**src/wdcb_pkg.sv**
```systemverilog
/*
 * Shared constants of the watchdog configuration bank: register offsets,
 * reset values, field positions and the time base of the window and
 * heartbeat figures.
 * Assumes a 50 MHz device clock and an 8-bit register address space.
 */
package wdcb_pkg;

    // ************************************************************
    // Register offsets
    // ************************************************************
    localparam logic [7:0] WINDOW_TIMING_CONFIG_OFF = 8'h5F;
    localparam logic [7:0] WINDOW_ERROR_COUNTER_STEPS_OFF = 8'h60;
    localparam logic [7:0] QUESTION_PASS_COUNTER_STEPS_OFF = 8'h61;
    localparam logic [7:0] TOTAL_ERROR_COUNTER_STEPS_OFF = 8'h62;
    localparam logic [7:0] HEARTBEAT_PERIOD_CONFIG_OFF = 8'h63;
    localparam logic [7:0] WATCHDOG_ERROR_REACTION_CONFIG_OFF = 8'h64;

    // ************************************************************
    // Reset values
    // ************************************************************
    localparam logic [7:0] WINDOW_TIMING_CONFIG_RST = 8'hFF;
    localparam logic [7:0] WINDOW_ERROR_COUNTER_STEPS_RST = 8'h77;
    localparam logic [7:0] QUESTION_PASS_COUNTER_STEPS_RST = 8'hF7;
    localparam logic [7:0] TOTAL_ERROR_COUNTER_STEPS_RST = 8'h77;
    localparam logic [7:0] HEARTBEAT_PERIOD_CONFIG_RST = 8'h47;
    localparam logic [7:0] WATCHDOG_ERROR_REACTION_CONFIG_RST = 8'h03;

    // ************************************************************
    // Field positions and masks
    // ************************************************************
    localparam int CLOSED_WINDOW_TIME_LSB = 2;
    localparam int CLOSED_WINDOW_TIME_W = 6;
    localparam int OPEN_WINDOW_TIME_LSB = 0;
    localparam int OPEN_WINDOW_TIME_W = 2;
    localparam int DOWN_STEP_LSB = 4;
    localparam int UP_STEP_LSB = 0;
    localparam int STEP_CODE_W = 4;
    localparam int STEP_W = 5;
    localparam int HEARTBEAT_PERIOD_LSB = 0;
    localparam int HEARTBEAT_PERIOD_W = 7;
    localparam int KEEP_QUESTION_BIT = 4;
    localparam int QUESTION_SEQUENCE_BIT = 3;
    localparam int ERROR_RESET_ENABLE_BIT = 2;
    localparam int LIN_ERROR_MODE_BIT = 1;
    localparam int CAN_ERROR_MODE_BIT = 0;
    localparam logic [7:0] HEARTBEAT_PERIOD_CONFIG_MASK = 8'h7F;
    localparam logic [7:0] WATCHDOG_ERROR_REACTION_CONFIG_MASK = 8'h1F;

    // ************************************************************
    // Time base
    // ************************************************************
    localparam int CLOCK_FREQ_KHZ = 50000;
    localparam int TIME_STEP_US = 1600;
    localparam int OPEN_WINDOW_UNIT_US = 3200;
    localparam int TIME_STEP_CYCLES = TIME_STEP_US * CLOCK_FREQ_KHZ / 1000;
    localparam int OPEN_WINDOW_UNIT_STEPS = OPEN_WINDOW_UNIT_US / TIME_STEP_US;
    localparam int TIME_CYCLES_W = 24;

    // ************************************************************
    // Question sequence periods
    // ************************************************************
    localparam logic [8:0] QUESTION_PERIOD_SHORT = 9'h010;
    localparam logic [8:0] QUESTION_PERIOD_LONG = 9'h100;

endpackage

```
**src/wdcb_top.sv**
```systemverilog
/*
 * Watchdog configuration bank: six 8-bit registers behind the serial
 * register port, with the timing, step and error-reaction settings that
 * the window, question and heartbeat logic use.
 * Assumes the serial interface, the lock bit and the watchdog state
 * machines all run on clock_i, so none of their signals is synchronised.
 */
// Functional notes
// - The closed window lasts code times 1,6 ms, taken from bits 7 to 2, up to 100,8 ms.
// - A closed window code of zero leaves the open and closed window times as they were.
// - The open window lasts 3,2, 6,4, 9,6 or 12,8 ms for codes 0 to 3 of bits 1 to 0.
// - A correct window service lowers the window error counter by bits 7 to 4 plus one.
// - A window watchdog error raises the window error counter by bits 3 to 0 plus one.
// - The question pass counter goes down by bits 7 to 4 plus one.
// - The question pass counter goes up by bits 3 to 0 plus one.
// - The total error counter goes down by bits 7 to 4 plus one.
// - The total error counter goes up by bits 3 to 0 plus one.
// - The heartbeat period is bits 6 to 0 times 1,6 ms, and code zero keeps the old period.
// - While the lock bit is one, writes to the error reaction register are ignored.
// - With bit 4 set the current question is kept after a window watchdog error.
// - Bit 3 selects a question sequence period of 16 when zero or 256 when one.
// - A watchdog error asks for a reset only while bit 2 is one.
// - During a watchdog error LIN is forced to receive only when bit 1 is zero.
// - During a watchdog error CAN is forced to receive only when bit 0 is zero.
`timescale 1ns/1ps
`default_nettype none

module wdcb_top #(
    parameter int STEP_CYCLES = wdcb_pkg::TIME_STEP_CYCLES
) (
    // Clock and reset
    input wire logic clock_i,
    input wire logic rst_i,
    // Register port
    input wire logic reg_wr_i,
    input wire logic reg_rd_i,
    input wire logic [7:0] reg_addr_i,
    input wire logic [7:0] reg_wdata_i,
    output logic [7:0] reg_rdata_o,
    output logic reg_rvalid_o,
    output logic reg_hit_o,
    // Watchdog status in
    input wire logic config_lock_i,
    input wire logic window_start_i,
    input wire logic period_start_i,
    input wire logic watchdog_error_i,
    input wire logic window_error_i,
    // Communication modes in
    input wire logic lin_rx_only_cfg_i,
    input wire logic can_rx_only_cfg_i,
    // Window settings out
    output logic [wdcb_pkg::TIME_CYCLES_W-1:0] closed_window_cycles_o,
    output logic [wdcb_pkg::TIME_CYCLES_W-1:0] open_window_cycles_o,
    output logic [wdcb_pkg::STEP_W-1:0] window_err_count_down_step_o,
    output logic [wdcb_pkg::STEP_W-1:0] window_err_count_up_step_o,
    // Question and total counter settings out
    output logic [wdcb_pkg::STEP_W-1:0] question_pass_down_step_o,
    output logic [wdcb_pkg::STEP_W-1:0] question_pass_up_step_o,
    output logic [wdcb_pkg::STEP_W-1:0] total_err_down_step_o,
    output logic [wdcb_pkg::STEP_W-1:0] total_err_up_step_o,
    output logic [8:0] question_period_o,
    output logic keep_question_o,
    // Heartbeat out
    output logic [wdcb_pkg::TIME_CYCLES_W-1:0] heartbeat_period_cycles_o,
    // Error reaction out
    output logic reset_request_o,
    output logic lin_rx_only_o,
    output logic can_rx_only_o
);

    // ************************************************************
    // Decoding
    // ************************************************************
    function automatic logic reg_select(input logic [7:0] addr, input logic [7:0] offset);
        reg_select = (addr == offset);
    endfunction

    logic sel_window_timing;
    logic sel_window_steps;
    logic sel_question_steps;
    logic sel_total_steps;
    logic sel_heartbeat;
    logic sel_reaction;
    logic addr_hit;

    assign sel_window_timing = reg_select(reg_addr_i, wdcb_pkg::WINDOW_TIMING_CONFIG_OFF);
    assign sel_window_steps = reg_select(reg_addr_i, wdcb_pkg::WINDOW_ERROR_COUNTER_STEPS_OFF);
    assign sel_question_steps = reg_select(reg_addr_i, wdcb_pkg::QUESTION_PASS_COUNTER_STEPS_OFF);
    assign sel_total_steps = reg_select(reg_addr_i, wdcb_pkg::TOTAL_ERROR_COUNTER_STEPS_OFF);
    assign sel_heartbeat = reg_select(reg_addr_i, wdcb_pkg::HEARTBEAT_PERIOD_CONFIG_OFF);
    assign sel_reaction = reg_select(reg_addr_i, wdcb_pkg::WATCHDOG_ERROR_REACTION_CONFIG_OFF);
    assign addr_hit = sel_window_timing | sel_window_steps | sel_question_steps
                    | sel_total_steps | sel_heartbeat | sel_reaction;

    // Handshake output, combinational by design
    assign reg_hit_o = addr_hit & (reg_wr_i | reg_rd_i);

    // ************************************************************
    // Software registers
    // ************************************************************
    logic [7:0] window_timing_config;
    logic [7:0] window_error_counter_steps;
    logic [7:0] question_pass_counter_steps;
    logic [7:0] total_error_counter_steps;
    logic [7:0] heartbeat_period_config;
    logic [7:0] watchdog_error_reaction_config;

    always_ff @(posedge clock_i) begin
        if (rst_i) begin
            window_timing_config <= wdcb_pkg::WINDOW_TIMING_CONFIG_RST;
        end else if (reg_wr_i && sel_window_timing) begin
            window_timing_config <= reg_wdata_i;
        end
    end

    always_ff @(posedge clock_i) begin
        if (rst_i) begin
            window_error_counter_steps <= wdcb_pkg::WINDOW_ERROR_COUNTER_STEPS_RST;
            question_pass_counter_steps <= wdcb_pkg::QUESTION_PASS_COUNTER_STEPS_RST;
            total_error_counter_steps <= wdcb_pkg::TOTAL_ERROR_COUNTER_STEPS_RST;
        end else if (reg_wr_i) begin
            if (sel_window_steps) begin
                window_error_counter_steps <= reg_wdata_i;
            end
            if (sel_question_steps) begin
                question_pass_counter_steps <= reg_wdata_i;
            end
            if (sel_total_steps) begin
                total_error_counter_steps <= reg_wdata_i;
            end
        end
    end

    // Bit 7 is reserved and always reads zero
    always_ff @(posedge clock_i) begin
        if (rst_i) begin
            heartbeat_period_config <= wdcb_pkg::HEARTBEAT_PERIOD_CONFIG_RST;
        end else if (reg_wr_i && sel_heartbeat) begin
            heartbeat_period_config <= reg_wdata_i & wdcb_pkg::HEARTBEAT_PERIOD_CONFIG_MASK;
        end
    end

    // Bits 7 to 5 are reserved and read zero
    always_ff @(posedge clock_i) begin
        if (rst_i) begin
            watchdog_error_reaction_config <= wdcb_pkg::WATCHDOG_ERROR_REACTION_CONFIG_RST;
        end else if (reg_wr_i && sel_reaction && !config_lock_i) begin
            watchdog_error_reaction_config <= reg_wdata_i & wdcb_pkg::WATCHDOG_ERROR_REACTION_CONFIG_MASK;
        end
    end

    // ************************************************************
    // Read port
    // ************************************************************
    logic [7:0] next_rdata;

    always_comb begin
        next_rdata = 8'h00;
        if (sel_window_timing) begin
            next_rdata = window_timing_config;
        end else if (sel_window_steps) begin
            next_rdata = window_error_counter_steps;
        end else if (sel_question_steps) begin
            next_rdata = question_pass_counter_steps;
        end else if (sel_total_steps) begin
            next_rdata = total_error_counter_steps;
        end else if (sel_heartbeat) begin
            next_rdata = heartbeat_period_config;
        end else if (sel_reaction) begin
            next_rdata = watchdog_error_reaction_config;
        end
    end

    // Unmapped addresses answer with zero so software never sees stale data
    always_ff @(posedge clock_i) begin
        if (rst_i) begin
            reg_rdata_o <= 8'h00;
            reg_rvalid_o <= 1'b0;
        end else begin
            reg_rvalid_o <= reg_rd_i;
            if (reg_rd_i) begin
                reg_rdata_o <= next_rdata;
            end
        end
    end

    // ************************************************************
    // Pending window timing
    // ************************************************************
    // A zero closed code is stored and read back, but the timing in use is kept
    logic [wdcb_pkg::CLOSED_WINDOW_TIME_W-1:0] pending_closed_code;
    logic [wdcb_pkg::OPEN_WINDOW_TIME_W-1:0] pending_open_code;
    logic [wdcb_pkg::CLOSED_WINDOW_TIME_W-1:0] written_closed_code;

    assign written_closed_code = reg_wdata_i[wdcb_pkg::CLOSED_WINDOW_TIME_LSB +: wdcb_pkg::CLOSED_WINDOW_TIME_W];

    always_ff @(posedge clock_i) begin
        if (rst_i) begin
            pending_closed_code <= wdcb_pkg::WINDOW_TIMING_CONFIG_RST[wdcb_pkg::CLOSED_WINDOW_TIME_LSB +:
                                                                    wdcb_pkg::CLOSED_WINDOW_TIME_W];
            pending_open_code <= wdcb_pkg::WINDOW_TIMING_CONFIG_RST[wdcb_pkg::OPEN_WINDOW_TIME_LSB +:
                                                                  wdcb_pkg::OPEN_WINDOW_TIME_W];
        end else if (reg_wr_i && sel_window_timing && written_closed_code != '0) begin
            pending_closed_code <= written_closed_code;
            pending_open_code <= reg_wdata_i[wdcb_pkg::OPEN_WINDOW_TIME_LSB +: wdcb_pkg::OPEN_WINDOW_TIME_W];
        end
    end

    // ************************************************************
    // Pending heartbeat period
    // ************************************************************
    logic [wdcb_pkg::HEARTBEAT_PERIOD_W-1:0] pending_heartbeat_code;
    logic [wdcb_pkg::HEARTBEAT_PERIOD_W-1:0] written_heartbeat_code;

    assign written_heartbeat_code = reg_wdata_i[wdcb_pkg::HEARTBEAT_PERIOD_LSB +: wdcb_pkg::HEARTBEAT_PERIOD_W];

    always_ff @(posedge clock_i) begin
        if (rst_i) begin
            pending_heartbeat_code <= wdcb_pkg::HEARTBEAT_PERIOD_CONFIG_RST[wdcb_pkg::HEARTBEAT_PERIOD_LSB +:
                                                                           wdcb_pkg::HEARTBEAT_PERIOD_W];
        end else if (reg_wr_i && sel_heartbeat && written_heartbeat_code != '0) begin
            pending_heartbeat_code <= written_heartbeat_code;
        end
    end

    // ************************************************************
    // Active settings
    // ************************************************************
    // Settings change only at a start pulse so a running window is never cut short
    logic [wdcb_pkg::CLOSED_WINDOW_TIME_W-1:0] active_closed_code;
    logic [wdcb_pkg::OPEN_WINDOW_TIME_W-1:0] active_open_code;
    logic [wdcb_pkg::HEARTBEAT_PERIOD_W-1:0] active_heartbeat_code;
    logic [7:0] active_window_steps;
    logic [7:0] active_question_steps;
    logic [7:0] active_total_steps;

    always_ff @(posedge clock_i) begin
        if (rst_i) begin
            active_closed_code <= wdcb_pkg::WINDOW_TIMING_CONFIG_RST[wdcb_pkg::CLOSED_WINDOW_TIME_LSB +:
                                                                   wdcb_pkg::CLOSED_WINDOW_TIME_W];
            active_open_code <= wdcb_pkg::WINDOW_TIMING_CONFIG_RST[wdcb_pkg::OPEN_WINDOW_TIME_LSB +:
                                                                 wdcb_pkg::OPEN_WINDOW_TIME_W];
            active_window_steps <= wdcb_pkg::WINDOW_ERROR_COUNTER_STEPS_RST;
        end else if (window_start_i) begin
            active_closed_code <= pending_closed_code;
            active_open_code <= pending_open_code;
            active_window_steps <= window_error_counter_steps;
        end
    end

    always_ff @(posedge clock_i) begin
        if (rst_i) begin
            active_heartbeat_code <= wdcb_pkg::HEARTBEAT_PERIOD_CONFIG_RST[wdcb_pkg::HEARTBEAT_PERIOD_LSB +:
                                                                          wdcb_pkg::HEARTBEAT_PERIOD_W];
            active_question_steps <= wdcb_pkg::QUESTION_PASS_COUNTER_STEPS_RST;
            active_total_steps <= wdcb_pkg::TOTAL_ERROR_COUNTER_STEPS_RST;
        end else if (period_start_i) begin
            active_heartbeat_code <= pending_heartbeat_code;
            active_question_steps <= question_pass_counter_steps;
            active_total_steps <= total_error_counter_steps;
        end
    end

    // ************************************************************
    // Step decoding
    // ************************************************************
    // Index 0..5: window down/up, question down/up, total down/up
    logic [wdcb_pkg::STEP_CODE_W-1:0] step_code [6];
    logic [wdcb_pkg::STEP_W-1:0] step_size [6];
    logic [wdcb_pkg::STEP_W-1:0] next_step [6];

    always_comb begin
        step_code[0] = active_window_steps[wdcb_pkg::DOWN_STEP_LSB +: wdcb_pkg::STEP_CODE_W];
        step_code[1] = active_window_steps[wdcb_pkg::UP_STEP_LSB +: wdcb_pkg::STEP_CODE_W];
        step_code[2] = active_question_steps[wdcb_pkg::DOWN_STEP_LSB +: wdcb_pkg::STEP_CODE_W];
        step_code[3] = active_question_steps[wdcb_pkg::UP_STEP_LSB +: wdcb_pkg::STEP_CODE_W];
        step_code[4] = active_total_steps[wdcb_pkg::DOWN_STEP_LSB +: wdcb_pkg::STEP_CODE_W];
        step_code[5] = active_total_steps[wdcb_pkg::UP_STEP_LSB +: wdcb_pkg::STEP_CODE_W];
    end

    for (genvar i = 0; i < 6; i++) begin : g_step
        wdcb_step_decode u_step (
            .code_i(step_code[i]),
            .step_o(step_size[i])
        );
    end

    always_ff @(posedge clock_i) begin
        if (rst_i) begin
            for (int j = 0; j < 6; j++) begin
                next_step[j] <= 5'h01;
            end
        end else begin
            for (int j = 0; j < 6; j++) begin
                next_step[j] <= step_size[j];
            end
        end
    end

    assign window_err_count_down_step_o = next_step[0];
    assign window_err_count_up_step_o = next_step[1];
    assign question_pass_down_step_o = next_step[2];
    assign question_pass_up_step_o = next_step[3];
    assign total_err_down_step_o = next_step[4];
    assign total_err_up_step_o = next_step[5];

    // ************************************************************
    // Durations in clock cycles
    // ************************************************************
    localparam logic [wdcb_pkg::TIME_CYCLES_W-1:0] STEP_UNIT = STEP_CYCLES[wdcb_pkg::TIME_CYCLES_W-1:0];
    localparam logic [wdcb_pkg::TIME_CYCLES_W-1:0] OPEN_UNIT =
        wdcb_pkg::TIME_CYCLES_W'(STEP_CYCLES * wdcb_pkg::OPEN_WINDOW_UNIT_STEPS);

    logic [wdcb_pkg::TIME_CYCLES_W-1:0] closed_cycles;
    logic [wdcb_pkg::TIME_CYCLES_W-1:0] open_cycles;
    logic [wdcb_pkg::TIME_CYCLES_W-1:0] heartbeat_cycles;
    logic [6:0] open_multiple;

    assign open_multiple = {5'h00, active_open_code} + 7'h01;

    wdcb_time_scale u_closed_scale (
        .code_i({1'b0, active_closed_code}),
        .unit_i(STEP_UNIT),
        .cycles_o(closed_cycles)
    );

    wdcb_time_scale u_open_scale (
        .code_i(open_multiple),
        .unit_i(OPEN_UNIT),
        .cycles_o(open_cycles)
    );

    wdcb_time_scale u_heartbeat_scale (
        .code_i(active_heartbeat_code),
        .unit_i(STEP_UNIT),
        .cycles_o(heartbeat_cycles)
    );

    always_ff @(posedge clock_i) begin
        if (rst_i) begin
            closed_window_cycles_o <= '0;
            open_window_cycles_o <= '0;
            heartbeat_period_cycles_o <= '0;
        end else begin
            closed_window_cycles_o <= closed_cycles;
            open_window_cycles_o <= open_cycles;
            heartbeat_period_cycles_o <= heartbeat_cycles;
        end
    end

    // ************************************************************
    // Question generation and error reaction
    // ************************************************************
    // Reaction bits act at once: a watchdog error must not wait for a window start
    logic keep_question_en;
    logic long_sequence;
    logic reset_en;
    logic lin_keep_mode;
    logic can_keep_mode;

    assign keep_question_en = watchdog_error_reaction_config[wdcb_pkg::KEEP_QUESTION_BIT];
    assign long_sequence = watchdog_error_reaction_config[wdcb_pkg::QUESTION_SEQUENCE_BIT];
    assign reset_en = watchdog_error_reaction_config[wdcb_pkg::ERROR_RESET_ENABLE_BIT];
    assign lin_keep_mode = watchdog_error_reaction_config[wdcb_pkg::LIN_ERROR_MODE_BIT];
    assign can_keep_mode = watchdog_error_reaction_config[wdcb_pkg::CAN_ERROR_MODE_BIT];

    always_ff @(posedge clock_i) begin
        if (rst_i) begin
            question_period_o <= wdcb_pkg::QUESTION_PERIOD_SHORT;
            keep_question_o <= 1'b0;
        end else begin
            question_period_o <= long_sequence ? wdcb_pkg::QUESTION_PERIOD_LONG
                                               : wdcb_pkg::QUESTION_PERIOD_SHORT;
            keep_question_o <= keep_question_en & window_error_i;
        end
    end

    always_ff @(posedge clock_i) begin
        if (rst_i) begin
            reset_request_o <= 1'b0;
            lin_rx_only_o <= 1'b0;
            can_rx_only_o <= 1'b0;
        end else begin
            reset_request_o <= watchdog_error_i & reset_en;
            lin_rx_only_o <= (watchdog_error_i && !lin_keep_mode) ? 1'b1 : lin_rx_only_cfg_i;
            can_rx_only_o <= (watchdog_error_i && !can_keep_mode) ? 1'b1 : can_rx_only_cfg_i;
        end
    end

endmodule

`default_nettype wire

```
**src/wdcb_step_decode.sv**
```systemverilog
/*
 * Turns a four-bit counter step code into the step size, code plus one.
 * Assumes the code comes from a register on the same clock.
 */
`timescale 1ns/1ps
`default_nettype none

module wdcb_step_decode (
    // Code in
    input wire logic [wdcb_pkg::STEP_CODE_W-1:0] code_i,
    // Step out
    output logic [wdcb_pkg::STEP_W-1:0] step_o
);

    // Widen first so that code 4'hF gives 16 and does not wrap to 0
    assign step_o = {1'b0, code_i} + 5'h01;

endmodule

`default_nettype wire

```
**src/wdcb_time_scale.sv**
```systemverilog
/*
 * Scales a duration code by a unit count of clock cycles.
 * Assumes the product of code and unit fits the output width.
 */
`timescale 1ns/1ps
`default_nettype none

module wdcb_time_scale (
    // Operands
    input wire logic [6:0] code_i,
    input wire logic [wdcb_pkg::TIME_CYCLES_W-1:0] unit_i,
    // Product
    output logic [wdcb_pkg::TIME_CYCLES_W-1:0] cycles_o
);

    logic [wdcb_pkg::TIME_CYCLES_W+6:0] product;

    assign product = {{7{1'b0}}, unit_i} * {{wdcb_pkg::TIME_CYCLES_W{1'b0}}, code_i};
    assign cycles_o = product[wdcb_pkg::TIME_CYCLES_W-1:0];

endmodule

`default_nettype wire

```
**config.mk**
```make
export PLATFORM = sky130hd
export DESIGN_NAME = wdcb_top
export DESIGN_NICKNAME = d
export VERILOG_FILES = /design/src/wdcb_pkg.sv /design/src/wdcb_top.sv /design/src/wdcb_step_decode.sv /design/src/wdcb_time_scale.sv
export SDC_FILE = /design/constraint.sdc
export NUM_CORES = 1
export LEC_CHECK = 0
export ABC_AREA = 1
export BUFFER_PORTS_ARGS = -buffer_cell sky130_fd_sc_hd__buf_4
export CORE_UTILIZATION = 55
export DETAILED_ROUTE_END_ITERATION = 10
export GPL_ROUTABILITY_DRIVEN = 1
export PLACE_DENSITY = 0.87
export SLEW_MARGIN = 10
export SYNTH_ARGS = -nofsm -noshare
export SYNTH_HDL_FRONTEND = slang
export SYNTH_SLANG_ARGS = --single-unit
```
**constraint.sdc**
```tcl
create_clock -name clock_i -period 5 [get_ports clock_i]
set_input_delay 0.5 -clock clock_i [delete_from_list [all_inputs] [get_ports clock_i]]
set_output_delay 0.5 -clock clock_i [all_outputs]
set_load 0.03 [all_outputs]
```
==> results of run 1 <==
[worst min-delay path, delay by kind of cell]
family	cells	cell delay (ns)
buf+inv	1	0.08
compound gates	1	0.03
simple gates	1	0.07
[Yosys cell counts, drive strengths merged (2+ instances only)]
library cell and count:
dfxtp 185, nand2 184, inv 154, nor2 100
o21ai 91, a21oi 74, ha 73, nand3 58
buf 48, o211ai 25, clkbuf 21, fa 15
nor3 14, a31oi 5, a211oi 3, o21a 3
a21o 2, o21bai 2, or2 2, xnor2 2
[where the power goes]
part | switching, mW | total, mW | internal [mW]
clock | 0.567 | 1.34 | 0.771
sequential | 0.0402 | 1.61 | 1.57
combinational | 0.623 | 0.950 | 0.328
[flip-flops by register name (all words and copies together) (netlist names), 7 cells and up]
name	count
window_error_counter_steps	8
reg_rdata_o	8
open_window_cycles_o	9
active_total_steps	8
question_pass_counter_steps	8
window_timing_config	8
heartbeat_period_cycles_o	17
total_error_counter_steps	8
closed_window_cycles_o	16
active_question_steps	8
active_window_steps	8
next_step	30
heartbeat_period_config	7
pending_heartbeat_code	7
active_heartbeat_code	7
[layout make-up]
| type | count | area, µm² | area share |
|---|---|---|---|
| inverter | 154 | 581 | 0.0574 |
| clock inverter | 10 | 119 | 0.0117 |
| tap | 211 | 264 | 0.0261 |
| sequential | 185 | 3700 | 0.366 |
| multi-input combinational | 692 | 4100 | 0.405 |
| timing repair buffer | 118 | 886 | 0.0875 |
| clock buffer | 20 | 467 | 0.0461 |
[routing by layer]
metal / up-vias / wire, µm / GRT usage
li1: 3581 / - / -
met1: 3229 / 8690 / 0.299
met2: 236 / 9050 / 0.401
met4: 0 / 507 / 0.116
met3: 40 / 931 / 0.0452
met5: - / 0 / 0
[cells by family after synthesis]
| logic type | count (synthesis) | synth area share |
|---|---|---|
| simple gates | 361 | 0.182 |
| buf+inv | 223 | 0.115 |
| compound gates | 206 | 0.133 |
| flops | 185 | 0.427 |
| fa+ha+maj | 88 | 0.140 |
| xor+xnor | 3 | 0.00303 |
| other cells | 1 | 0.000432 |
[placed cells by master, fill, tap and decap left out, drive strengths merged, types with 5 or more instances in the layout]
cell,n
clkbuf,20
a21oi,74
a31oi,5
o211ai,25
conb,34
nor2,100
dfxtp,185
nor3,14
buf,118
nand3,58
o21ai,91
nand2,184
ha,73
fa,15
inv,155
[final timing paths]
| kind | start | endpoint | slack (ns) |
|---|---|---|---|
| setup / recovery | active_heartbeat_code[5] | heartbeat_period_cycles_o[19] | 1.60 |
| hold / removal | lin_rx_only_cfg_i | lin_rx_only_o | 0.27 |
| setup reg to reg | active_heartbeat_code[5] | heartbeat_period_cycles_o[19] | 1.60 |
| hold reg to reg | active_total_steps[0] | next_step[5][0] | 0.44 |
==> metrics.md, run 1 <==
| Metric | Value |
|---|---|
| Outcome | `finished clean` |
| Area share of the largest cell type after synthesis | `0.427` |
| Syn avg cell area | `8.13 µm²` |
| Setup crit start kind | `flop` |
| Clk_skew | `0.00941 ns` |
| Sequential fraction of the synthesis area | `0.427` |
| Crit end category | `flop` |
| Final hold vios | `0` |
| Drt drc | `0` |
| ANT cells | `0` |
| Crit path top cell by count | `ha_1` |
| CTS buffer count | `17` |
| Cell depth of the worst setup path | `12` |
| Cts repair resizes | `0` |
| TritonRoute pass-1 iters | `6` |
| Worst stage delay on the critical path | `0.53 ns` |
| Slew headroom | `0.267` |
| Vias in the first global route | `6,531` |
| IO Port Bufs | `117` |
| Maximum root-to-sink buffer count | `2` |
| Post-synth EDFFs | `0` |
| Worst r2r path cells | `12` |
| Final Cell Area | `10,100 µm²` |
| HP Class | `primary input to flop` |
| Area Growth Syn to Fin | `16.6%` |
| Top cell family by delay on the critical path | `adder cells` |
| RSZ-0062 raised after global routing | `no` |
| Core Rows | `45` |
| Netlist cell types | `39` |
| Total Power | `3.90 mW` |
| Htree depth | `4` |
| Placed cells | `1,360` |
| Post-DRT Antenna Nets | `0` |
| Root buf cell | `clkbuf_16` |
| Final worst-path cycle share | `0.680` |
| Dpl hpwl | `13,600 µm` |
| Total of max-cap violations | `0` |
| Initial antenna violation count | `0` |
| Hold path cells | `3` |
| Grt total ovfl | `0` |
| Cells along the critical path | `ha_1 > ha_1 > inv_1 > fa_1 > inv_1 > fa_1 > ha_1 > a21o_1 > a31oi_1 > nand2_1 > o21ai_0 > a21oi_1` |
| Post-CTS setup buffer count | `0` |
| Static leakage | `5.32 nW` |
| I/O pins | `152` |
| Gate Count Post-Synth | `1,067` |
| Netlist Area Pre-Place | `8680 µm²` |
| Die width | `128 µm` |
| Worst slack, placed | `1.66 ns` |
| CTS tree | `built` |
| Final setup fails | `0` |
| Least-Margin Pin Slew | `1.10 ns` |
| PwrDens | `386 nW/µm²` |
| CP Buf/Inv Count | `2` |
| Max VDD drop | `0.257 mV` |
| CP Class | `flop to flop` |
| Filler Cell Count | `1,234` |
| Routability Congestion | `0.922` |
| Top cells by area, synth | `dfxtp_1, ha_1, nand2_1` |
| Largest net degree at the start of global routing | `77` |
| Final min period | `3.40 ns` |
| Worst EP required | `5.32 ns` |
| Die area | `16,300 µm²` |
| Vias post-DR | `7,086` |
| Reg clk slew, reported paths | `0.07 ns` |
| Die height | `128 µm` |
| # nets final | `1,283` |
| Non-filler cells, final | `1,390` |
| Predominant post-synthesis flop cell | `dfxtp_1` |
| Critical path arrival | `3.73 ns` |
| Min Hold Slack | `0.273 ns` |
| WL per Instance | `13.8 µm` |
| Post-route setup slack | `1.60 ns` |
| Clk sink count | `185` |
| Ys async rst share | `0` |
| Layout cell share with drive strength beyond 1 | `0.153` |
| Critical Path Fanout Max | `6` |
| Clock insertion delay at the later pin of the skew report | `0.44 ns` |
| First-pass GRT wire length | `30,800 µm` |
| Starting density of the core | `0.567` |
| Gr usage total | `0.240` |
| Final wirelength | `19,200 µm` |
| Max Fclk | `0.294 GHz` |
| Slew Limit Fails | `0` |
| Core Util, Final | `0.661` |
| Initial DRC Count | `548` |
| Placed cell area | `9540 µm²` |
| Core box area | `15,300 µm²` |
| Drt via density | `5.10` |
| Setup TNS Final | `0 ns` |
| Post-CTS Hold Fix Bufs | `0` |
| #FFs+latches synth | `185` |
| Top cell type by total area after synthesis | `dfxtp_1` |
| Worst path slowest cell | `fa_1` |
| YS warnings | `0` |
No activity file was read; power rests on OpenSTA's default activity.
==> run 2, diff against run 1 <==
--- a/config.mk
+++ b/config.mk
@@ -7,10 +7,10 @@
 export LEC_CHECK = 0
 export ABC_AREA = 1
 export BUFFER_PORTS_ARGS = -buffer_cell sky130_fd_sc_hd__buf_4
-export CORE_UTILIZATION = 55
+export CORE_UTILIZATION = 51
 export DETAILED_ROUTE_END_ITERATION = 10
 export GPL_ROUTABILITY_DRIVEN = 1
-export PLACE_DENSITY = 0.87
+export PLACE_DENSITY = 0.85
 export SLEW_MARGIN = 10
 export SYNTH_ARGS = -nofsm -noshare
 export SYNTH_HDL_FRONTEND = slang
==> constraint.sdc (replaced) <==
create_clock -name clock_i -period 3.1 [get_ports clock_i]
set_input_delay 0.31 -clock clock_i [delete_from_list [all_inputs] [get_ports clock_i]]
set_output_delay 0.31 -clock clock_i [all_outputs]
set_load 0.03 [all_outputs]
==> run 2 against run 1 <==
Effect of this change: sequential power increased by 61%; critical endpoint unchanged; clock power increased by 56%; die area is 7.7% higher; via count rose by 1.1%; highest routed layer unchanged.
==> metrics.md, run 2 (synthesis gave the netlist of run 1 again) <==
| Metric | Value |
|---|---|
| Final min period | `3.06 ns` |
| Core Util, Final | `0.627` |
| Maximum root-to-sink buffer count | `2` |
| Clk sink count | `185` |
| Area Growth Syn to Fin | `19.8%` |
| Crit end category | `flop` |
| Final worst-path cycle share | `0.988` |
| Placed cell area | `9660 µm²` |
| Gr usage total | `0.226` |
| HP Class | `primary input to flop` |
| Slew Limit Fails | `0` |
| Die height | `132 µm` |
| ANT cells | `0` |
| Final wirelength | `19,800 µm` |
| CTS tree | `built` |
| Worst EP required | `3.41 ns` |
| CP Class | `flop to flop` |
| # nets final | `1,296` |
| Crit path top cell by count | `ha_4` |
| Routability Congestion | `0.905` |
| Max VDD drop | `0.412 mV` |
| Clk_skew | `0.00847 ns` |
| Initial DRC Count | `636` |
| IO Port Bufs | `117` |
| Reg clk slew, reported paths | `0.06 ns` |
| CP Buf/Inv Count | `2` |
| RSZ-0062 raised after global routing | `yes` |
| Final hold vios | `0` |
| Starting density of the core | `0.523` |
| Least-Margin Pin Slew | `0.732 ns` |
| Min Hold Slack | `0.0856 ns` |
| Grt total ovfl | `0` |
| Cells along the critical path | `ha_4 > ha_4 > inv_2 > fa_1 > inv_1 > fa_1 > ha_4 > a21o_1 > a31oi_2 > nand2_1 > o21ai_1 > a21oi_1` |
| Largest registers | `next_step (30), heartbeat_period_cycles_o (17), closed_window_cycles_o (16)` |
| Initial antenna violation count | `0` |
| Core Rows | `47` |
| Most common cell after layout, fill and taps aside | `dfxtp_1` |
| PwrDens | `614 nW/µm²` |
| Slew headroom | `0.511` |
| Die width | `132 µm` |
| Max Fclk | `0.327 GHz` |
| Largest register FFs | `30` |
| Final Cell Area | `10,400 µm²` |
| Root buf cell | `clkbuf_16` |
| Drt drc | `0` |
| Filler Cell Count | `1,421` |
| Vias post-DR | `7,164` |
| Drt via density | `5.07` |
| Layout cell share with drive strength beyond 1 | `0.182` |
| TritonRoute pass-1 iters | `6` |
| Vias in the first global route | `6,695` |
| Critical Path Fanout Max | `5` |
| Largest net degree at the start of global routing | `100` |
| Dpl hpwl | `13,900 µm` |
| WL per Instance | `14.0 µm` |
| Clock insertion delay at the later pin of the skew report | `0.43 ns` |
| Setup crit start kind | `flop` |
| Top cell family by delay on the critical path | `adder cells` |
| Die area | `17,500 µm²` |
| Worst path slowest cell | `fa_1` |
| I/O pins | `152` |
| Static leakage | `5.38 nW` |
| Largest register by flop count | `next_step` |
| Outcome | `finished clean` |
| Post-DRT Antenna Nets | `0` |
| Htree depth | `4` |
| First-pass GRT wire length | `31,800 µm` |
| Critical path arrival | `3.38 ns` |
| Commonest non-fill, non-tap cells in the layout | `dfxtp_1, nand2_1, inv_1, buf_4, nor2_1` |
| Final setup fails | `0` |
| Total of max-cap violations | `0` |
| CTS buffer count | `17` |
| Core box area | `16,600 µm²` |
| Worst stage delay on the critical path | `0.55 ns` |
==> run 2: cell count changes in the layout (fill, tap and decap cells not counted), sizes merged <==
cell      before  now
buf          118  131
clkbuf        20   25
bufinv         2    1
clkinv         4    3
clkinvlp       3    2
inv          155  154
==> run 2: final timing paths <==
check                      startpoint                       endpoint  slack, ns  cells past startpoint
max reg2reg  active_heartbeat_code[5]  heartbeat_period_cycles_o[19]       0.04                     12
max          active_heartbeat_code[5]  heartbeat_period_cycles_o[19]       0.04                     12
min reg2reg  active_question_steps[0]                next_step[3][0]       0.43                      1
min                 lin_rx_only_cfg_i                  lin_rx_only_o       0.09                      3
==> run 2: through the flow <==
step	power, mW	TNS [ns]	setup WS [ns]	instances
finish	6.39	0	0.0377	1413
global route	6.69	-0.100	-0.0586	1413
floorplan	3.75	0	0.0307	1100
CTS	6.31	0	0.0234	1413
detailed placement	4.19	-0.498	-0.148	1382
global placement	4.15	-0.192	-0.0722	1382
==> run 2: cell type report <==
cell class                      count  area [µm²]  area share
Clock inverter                      6        63.8     0.00614
Timing Repair Buffer              131         996      0.0958
Tap cell                          220         275      0.0265
Clock buffer                       25         505      0.0486
Multi-Input combinational cell    692        4270       0.410
Sequential cell                   185        3710       0.357
Inverter                          154         581      0.0558
==> run 2: timing repair <==
action	CTS	global route
setup buffers	0	0
endpoints found under the setup margin	6	10
pin swaps	1	14
gates resized for setup	9	24
hold buffers	0	0
==> run 2: routing by layer <==
layer / share of wire / track usage
met1: 0.45 / 0.296
met2: 0.47 / 0.370
met3: 0.053 / 0.0444
met4: 0.021 / 0.0856
met5: 0 / 0
==> run 2: worst register-to-register path: stages, from the launching register on <==
cell	delay (ns)
dfxtp_4	0.37
ha_4	0.25
ha_4	0.25
inv_2	0.03
fa_1	0.49
inv_1	0.06
fa_1	0.55
ha_4	0.22
a21o_1	0.22
a31oi_2	0.22
nand2_1	0.10
o21ai_1	0.13
a21oi_1	0.06
==> run 2: where the power goes <==
| part | switching [mW] | internal (mW) | total (mW) |
|---|---|---|---|
| logic | 1.06 | 0.625 | 1.69 |
| clock network | 0.884 | 1.21 | 2.09 |
| registers | 0.0638 | 2.54 | 2.60 |
==> run 3, diff against run 2 <==
--- a/config.mk
+++ b/config.mk
@@ -5,7 +5,7 @@
 export SDC_FILE = /design/constraint.sdc
 export NUM_CORES = 1
 export LEC_CHECK = 0
-export ABC_AREA = 1
+export ABC_AREA = 0
 export BUFFER_PORTS_ARGS = -buffer_cell sky130_fd_sc_hd__buf_4
 export CORE_UTILIZATION = 51
 export DETAILED_ROUTE_END_ITERATION = 10
==> run 3 against run 2 <==
Effect of this change: the run now ends with setup timing left; synthesized area shrank 1.7%; core utilization up 2.1 points; non-clock buffer count grew 21; critical endpoint is now heartbeat_period_cycles_o[22].
==> metrics.md, run 3 <==
| Metric | Value |
|---|---|
| Worst EP required | `3.42 ns` |
| Clk_skew | `0.00667 ns` |
| Most frequent cell after synthesis | `dfxtp_1` |
| Post-synthesis adder-cell area fraction | `0.142` |
| Grt total ovfl | `0` |
| Internal | `4.14 mW` |
| Psw | `1.67 mW` |
| Failing checks | `setup timing` |
| PwrDens | `556 nW/µm²` |
| First-pass GRT wire length | `30,500 µm` |
| Critical path arrival | `3.50 ns` |
| Critical Path Fanout Max | `5` |
| Netlist cell types | `58` |
| Netlist Area Pre-Place | `8530 µm²` |
| Maximum root-to-sink buffer count | `2` |
| Final hold vios | `0` |
| Post-synthesis mux area share | `0.0701` |
| Hold path cells | `3` |
| Vias post-DR | `6,525` |
| Min Hold Slack | `0.0843 ns` |
| # nets final | `1,132` |
| CP Class | `flop to flop` |
| Gate power share | `0.190` |
| Max VDD drop | `0.430 mV` |
| HP Class | `primary input to flop` |
| Outcome | `finished, violations left` |
| Clk sink count | `185` |
| Gr usage total | `0.221` |
| Worst r2r path cells | `12` |
| Initial DRC Count | `387` |
| Final Cell Area | `10,400 µm²` |
| #FFs+latches synth | `185` |
| CTS buffer count | `17` |
| Ys async rst share | `0` |
| Slew headroom | `0.550` |
| Least-Margin Pin Slew | `0.670 ns` |
| Post-CTS Hold Fix Bufs | `0` |
| CTS tree | `built` |
| ANT cells | `0` |
| Simple logic cell fraction of the synthesized area | `0.173` |
| Layout cell share with drive strength beyond 1 | `0.233` |
| Post-synth top cells | `dfxtp_1, nand2_1, ha_1` |
| Reg clk slew, reported paths | `0.07 ns` |
| Static leakage | `4.93 nW` |
| Largest registers | `next_step (30), heartbeat_period_cycles_o (17), closed_window_cycles_o (16)` |
| Sequential fraction of the synthesis area | `0.434` |
| Drt via density | `5.24` |
| TritonRoute pass-1 iters | `5` |
| Largest register FFs | `30` |
| Initial antenna violation count | `0` |
| Sequential share of power | `0.431` |
| Top cells by area, synth | `dfxtp_1, ha_1, mux2i_1` |
| Placed cells | `1,212` |
| Switch share | `0.287` |
| Starting density of the core | `0.529` |
| Gate Count Post-Synth | `891` |
| Complex-gate fraction of the synthesized area | `0.0851` |
| Post-route setup slack | `-0.0735 ns` |
| Clock power frac | `0.379` |
| Syn avg cell area | `9.57 µm²` |
| Dpl hpwl | `13,200 µm` |
| Crit end category | `flop` |
| RSZ-0062 raised after global routing | `yes` |
| Area Growth Syn to Fin | `22.4%` |
| IO Port Bufs | `117` |
| Final min period | `3.17 ns` |
| Largest net degree at the start of global routing | `84` |
| Slew Limit Fails | `0` |
| Total of max-cap violations | `0` |
| Largest family of logic cells by synthesized area | `simple AND/OR/NAND/NOR gates` |
| Most common cell after layout, fill and taps aside | `dfxtp_1` |
| Area share of the largest cell type after synthesis | `0.434` |
| Filler Cell Count | `1,319` |
| Core Rows | `46` |
| Core box area | `16,100 µm²` |
| Largest register by flop count | `next_step` |
| Max Fclk | `0.315 GHz` |
| Post-Synth XOR/XNOR Area | `0.0246` |
| Die height | `131 µm` |
| Predominant post-synthesis flop cell | `dfxtp_1` |
| Post-DRT Antenna Nets | `0` |
| Die area | `17,200 µm²` |
| Placed cell area | `9710 µm²` |
| Vias in the first global route | `6,205` |
| Routability Congestion | `0.873` |
| Post-synth EDFFs | `0` |
| Commonest non-fill, non-tap cells in the layout | `dfxtp_1, buf_4, nand2_1, nor2_1, ha_1` |
| Final wirelength | `18,800 µm` |
| Die width | `131 µm` |
| YS warnings | `0` |
| Final setup fails | `2` |
| WL per Instance | `15.1 µm` |
| Setup crit start kind | `flop` |
| Clock insertion delay at the later pin of the skew report | `0.43 ns` |
| Root buf cell | `clkbuf_16` |
| Htree depth | `4` |
| Final worst-path cycle share | `1.02` |
| Drt drc | `0` |
| Non-filler cells, final | `1,246` |
| Top cell type by total area after synthesis | `dfxtp_1` |
| I/O pins | `152` |
[run 3: changes by cell type after synthesis, sizes merged, moves of 29 or more]
cell / change
inv: -111
o21ai: -77
nand2: -58
mux2i: +53
a21oi: -35
nor2: -33
nand3: -29
[run 3: power by group through the flow]
stage / sequential (mW) / clock, mW / combinational, mW
2_1_floorplan: 2.74 / 0 / 0.545
3_3_place_gp: 2.56 / 0 / 1.01
3_5_place_dp: 2.56 / 0 / 1.02
4_1_cts: 2.51 / 2.23 / 1.05
5_1_grt: 2.51 / 2.34 / 1.20
6_report: 2.50 / 2.20 / 1.10
[run 3: critical path, stage by stage (launching register included)]
cell,delay [ns]
dfxtp_4,0.37
ha_4,0.25
ha_4,0.26
inv_2,0.03
fa_1,0.46
inv_1,0.05
fa_1,0.48
ha_4,0.30
nand2_2,0.05
o211ai_1,0.20
a31oi_1,0.14
o21ai_1,0.15
mux2_2,0.34
[run 3: per-stage QoR]
| step | utilization | setup WS (ns) | setup TNS [ns] | total power, mW |
|---|---|---|---|---|
| 3_5_place_dp | 0.602 | -0.0723 | -0.200 | 3.58 |
| 2_1_floorplan | - | 0.00446 | 0 | 3.28 |
| 4_1_cts | 0.642 | -0.0574 | -0.0597 | 5.78 |
| 6_report | 0.648 | -0.0735 | -0.118 | 5.80 |
| 5_1_grt | 0.648 | -0.219 | -0.611 | 6.04 |
| 3_3_place_gp | 0.602 | -0.00977 | -0.00977 | 3.57 |
[run 3: kinds of logic (layout without fill, tap and decap cells)]
family                   Yosys count  in the layout
AO/OA/AOI/OAI                    112            112
buffers and inverters            121            227
other                              1             34
adder cells (fa/ha/maj)           88             88
multiplexers                      57             57
AND/OR/NAND/NOR                  303            303
flip-flops                       185            185
XOR/XNOR                          24             24
[run 3: repair_timing]
action / CTS / global route
gates resized for setup: 11 / 18
buffers inserted: 1 / 1
pin swaps: 2 / 13
setup endpoints to repair: 10 / 12
[run 3: metal layers]
layer	vias to the layer above	wire length, µm	GRT usage
met2	237	9060	0.363
met1	3039	7930	0.273
li1	3204	-	-
met4	0	557	0.109
met3	45	1230	0.0509
met5	-	0	0
[run 3: worst paths after layout]
kind / from / slack, ns / to
max: active_heartbeat_code[5] / -0.07 / heartbeat_period_cycles_o[22]
min: lin_rx_only_cfg_i / 0.08 / lin_rx_only_o
max reg2reg: active_heartbeat_code[5] / -0.07 / heartbeat_period_cycles_o[22]
min reg2reg: active_window_steps[0] / 0.42 / next_step[1][0]
[run 3: area by class of cell]
class	instances	area [µm²]	share of cell area
inverter	43	161	0.0155
clock buffer	21	480	0.0460
tap	216	270	0.0259
timing repair buffer	152	1150	0.110
sequential	185	3720	0.356
multi-input combinational	618	4530	0.434
clock inverter	11	123	0.0117
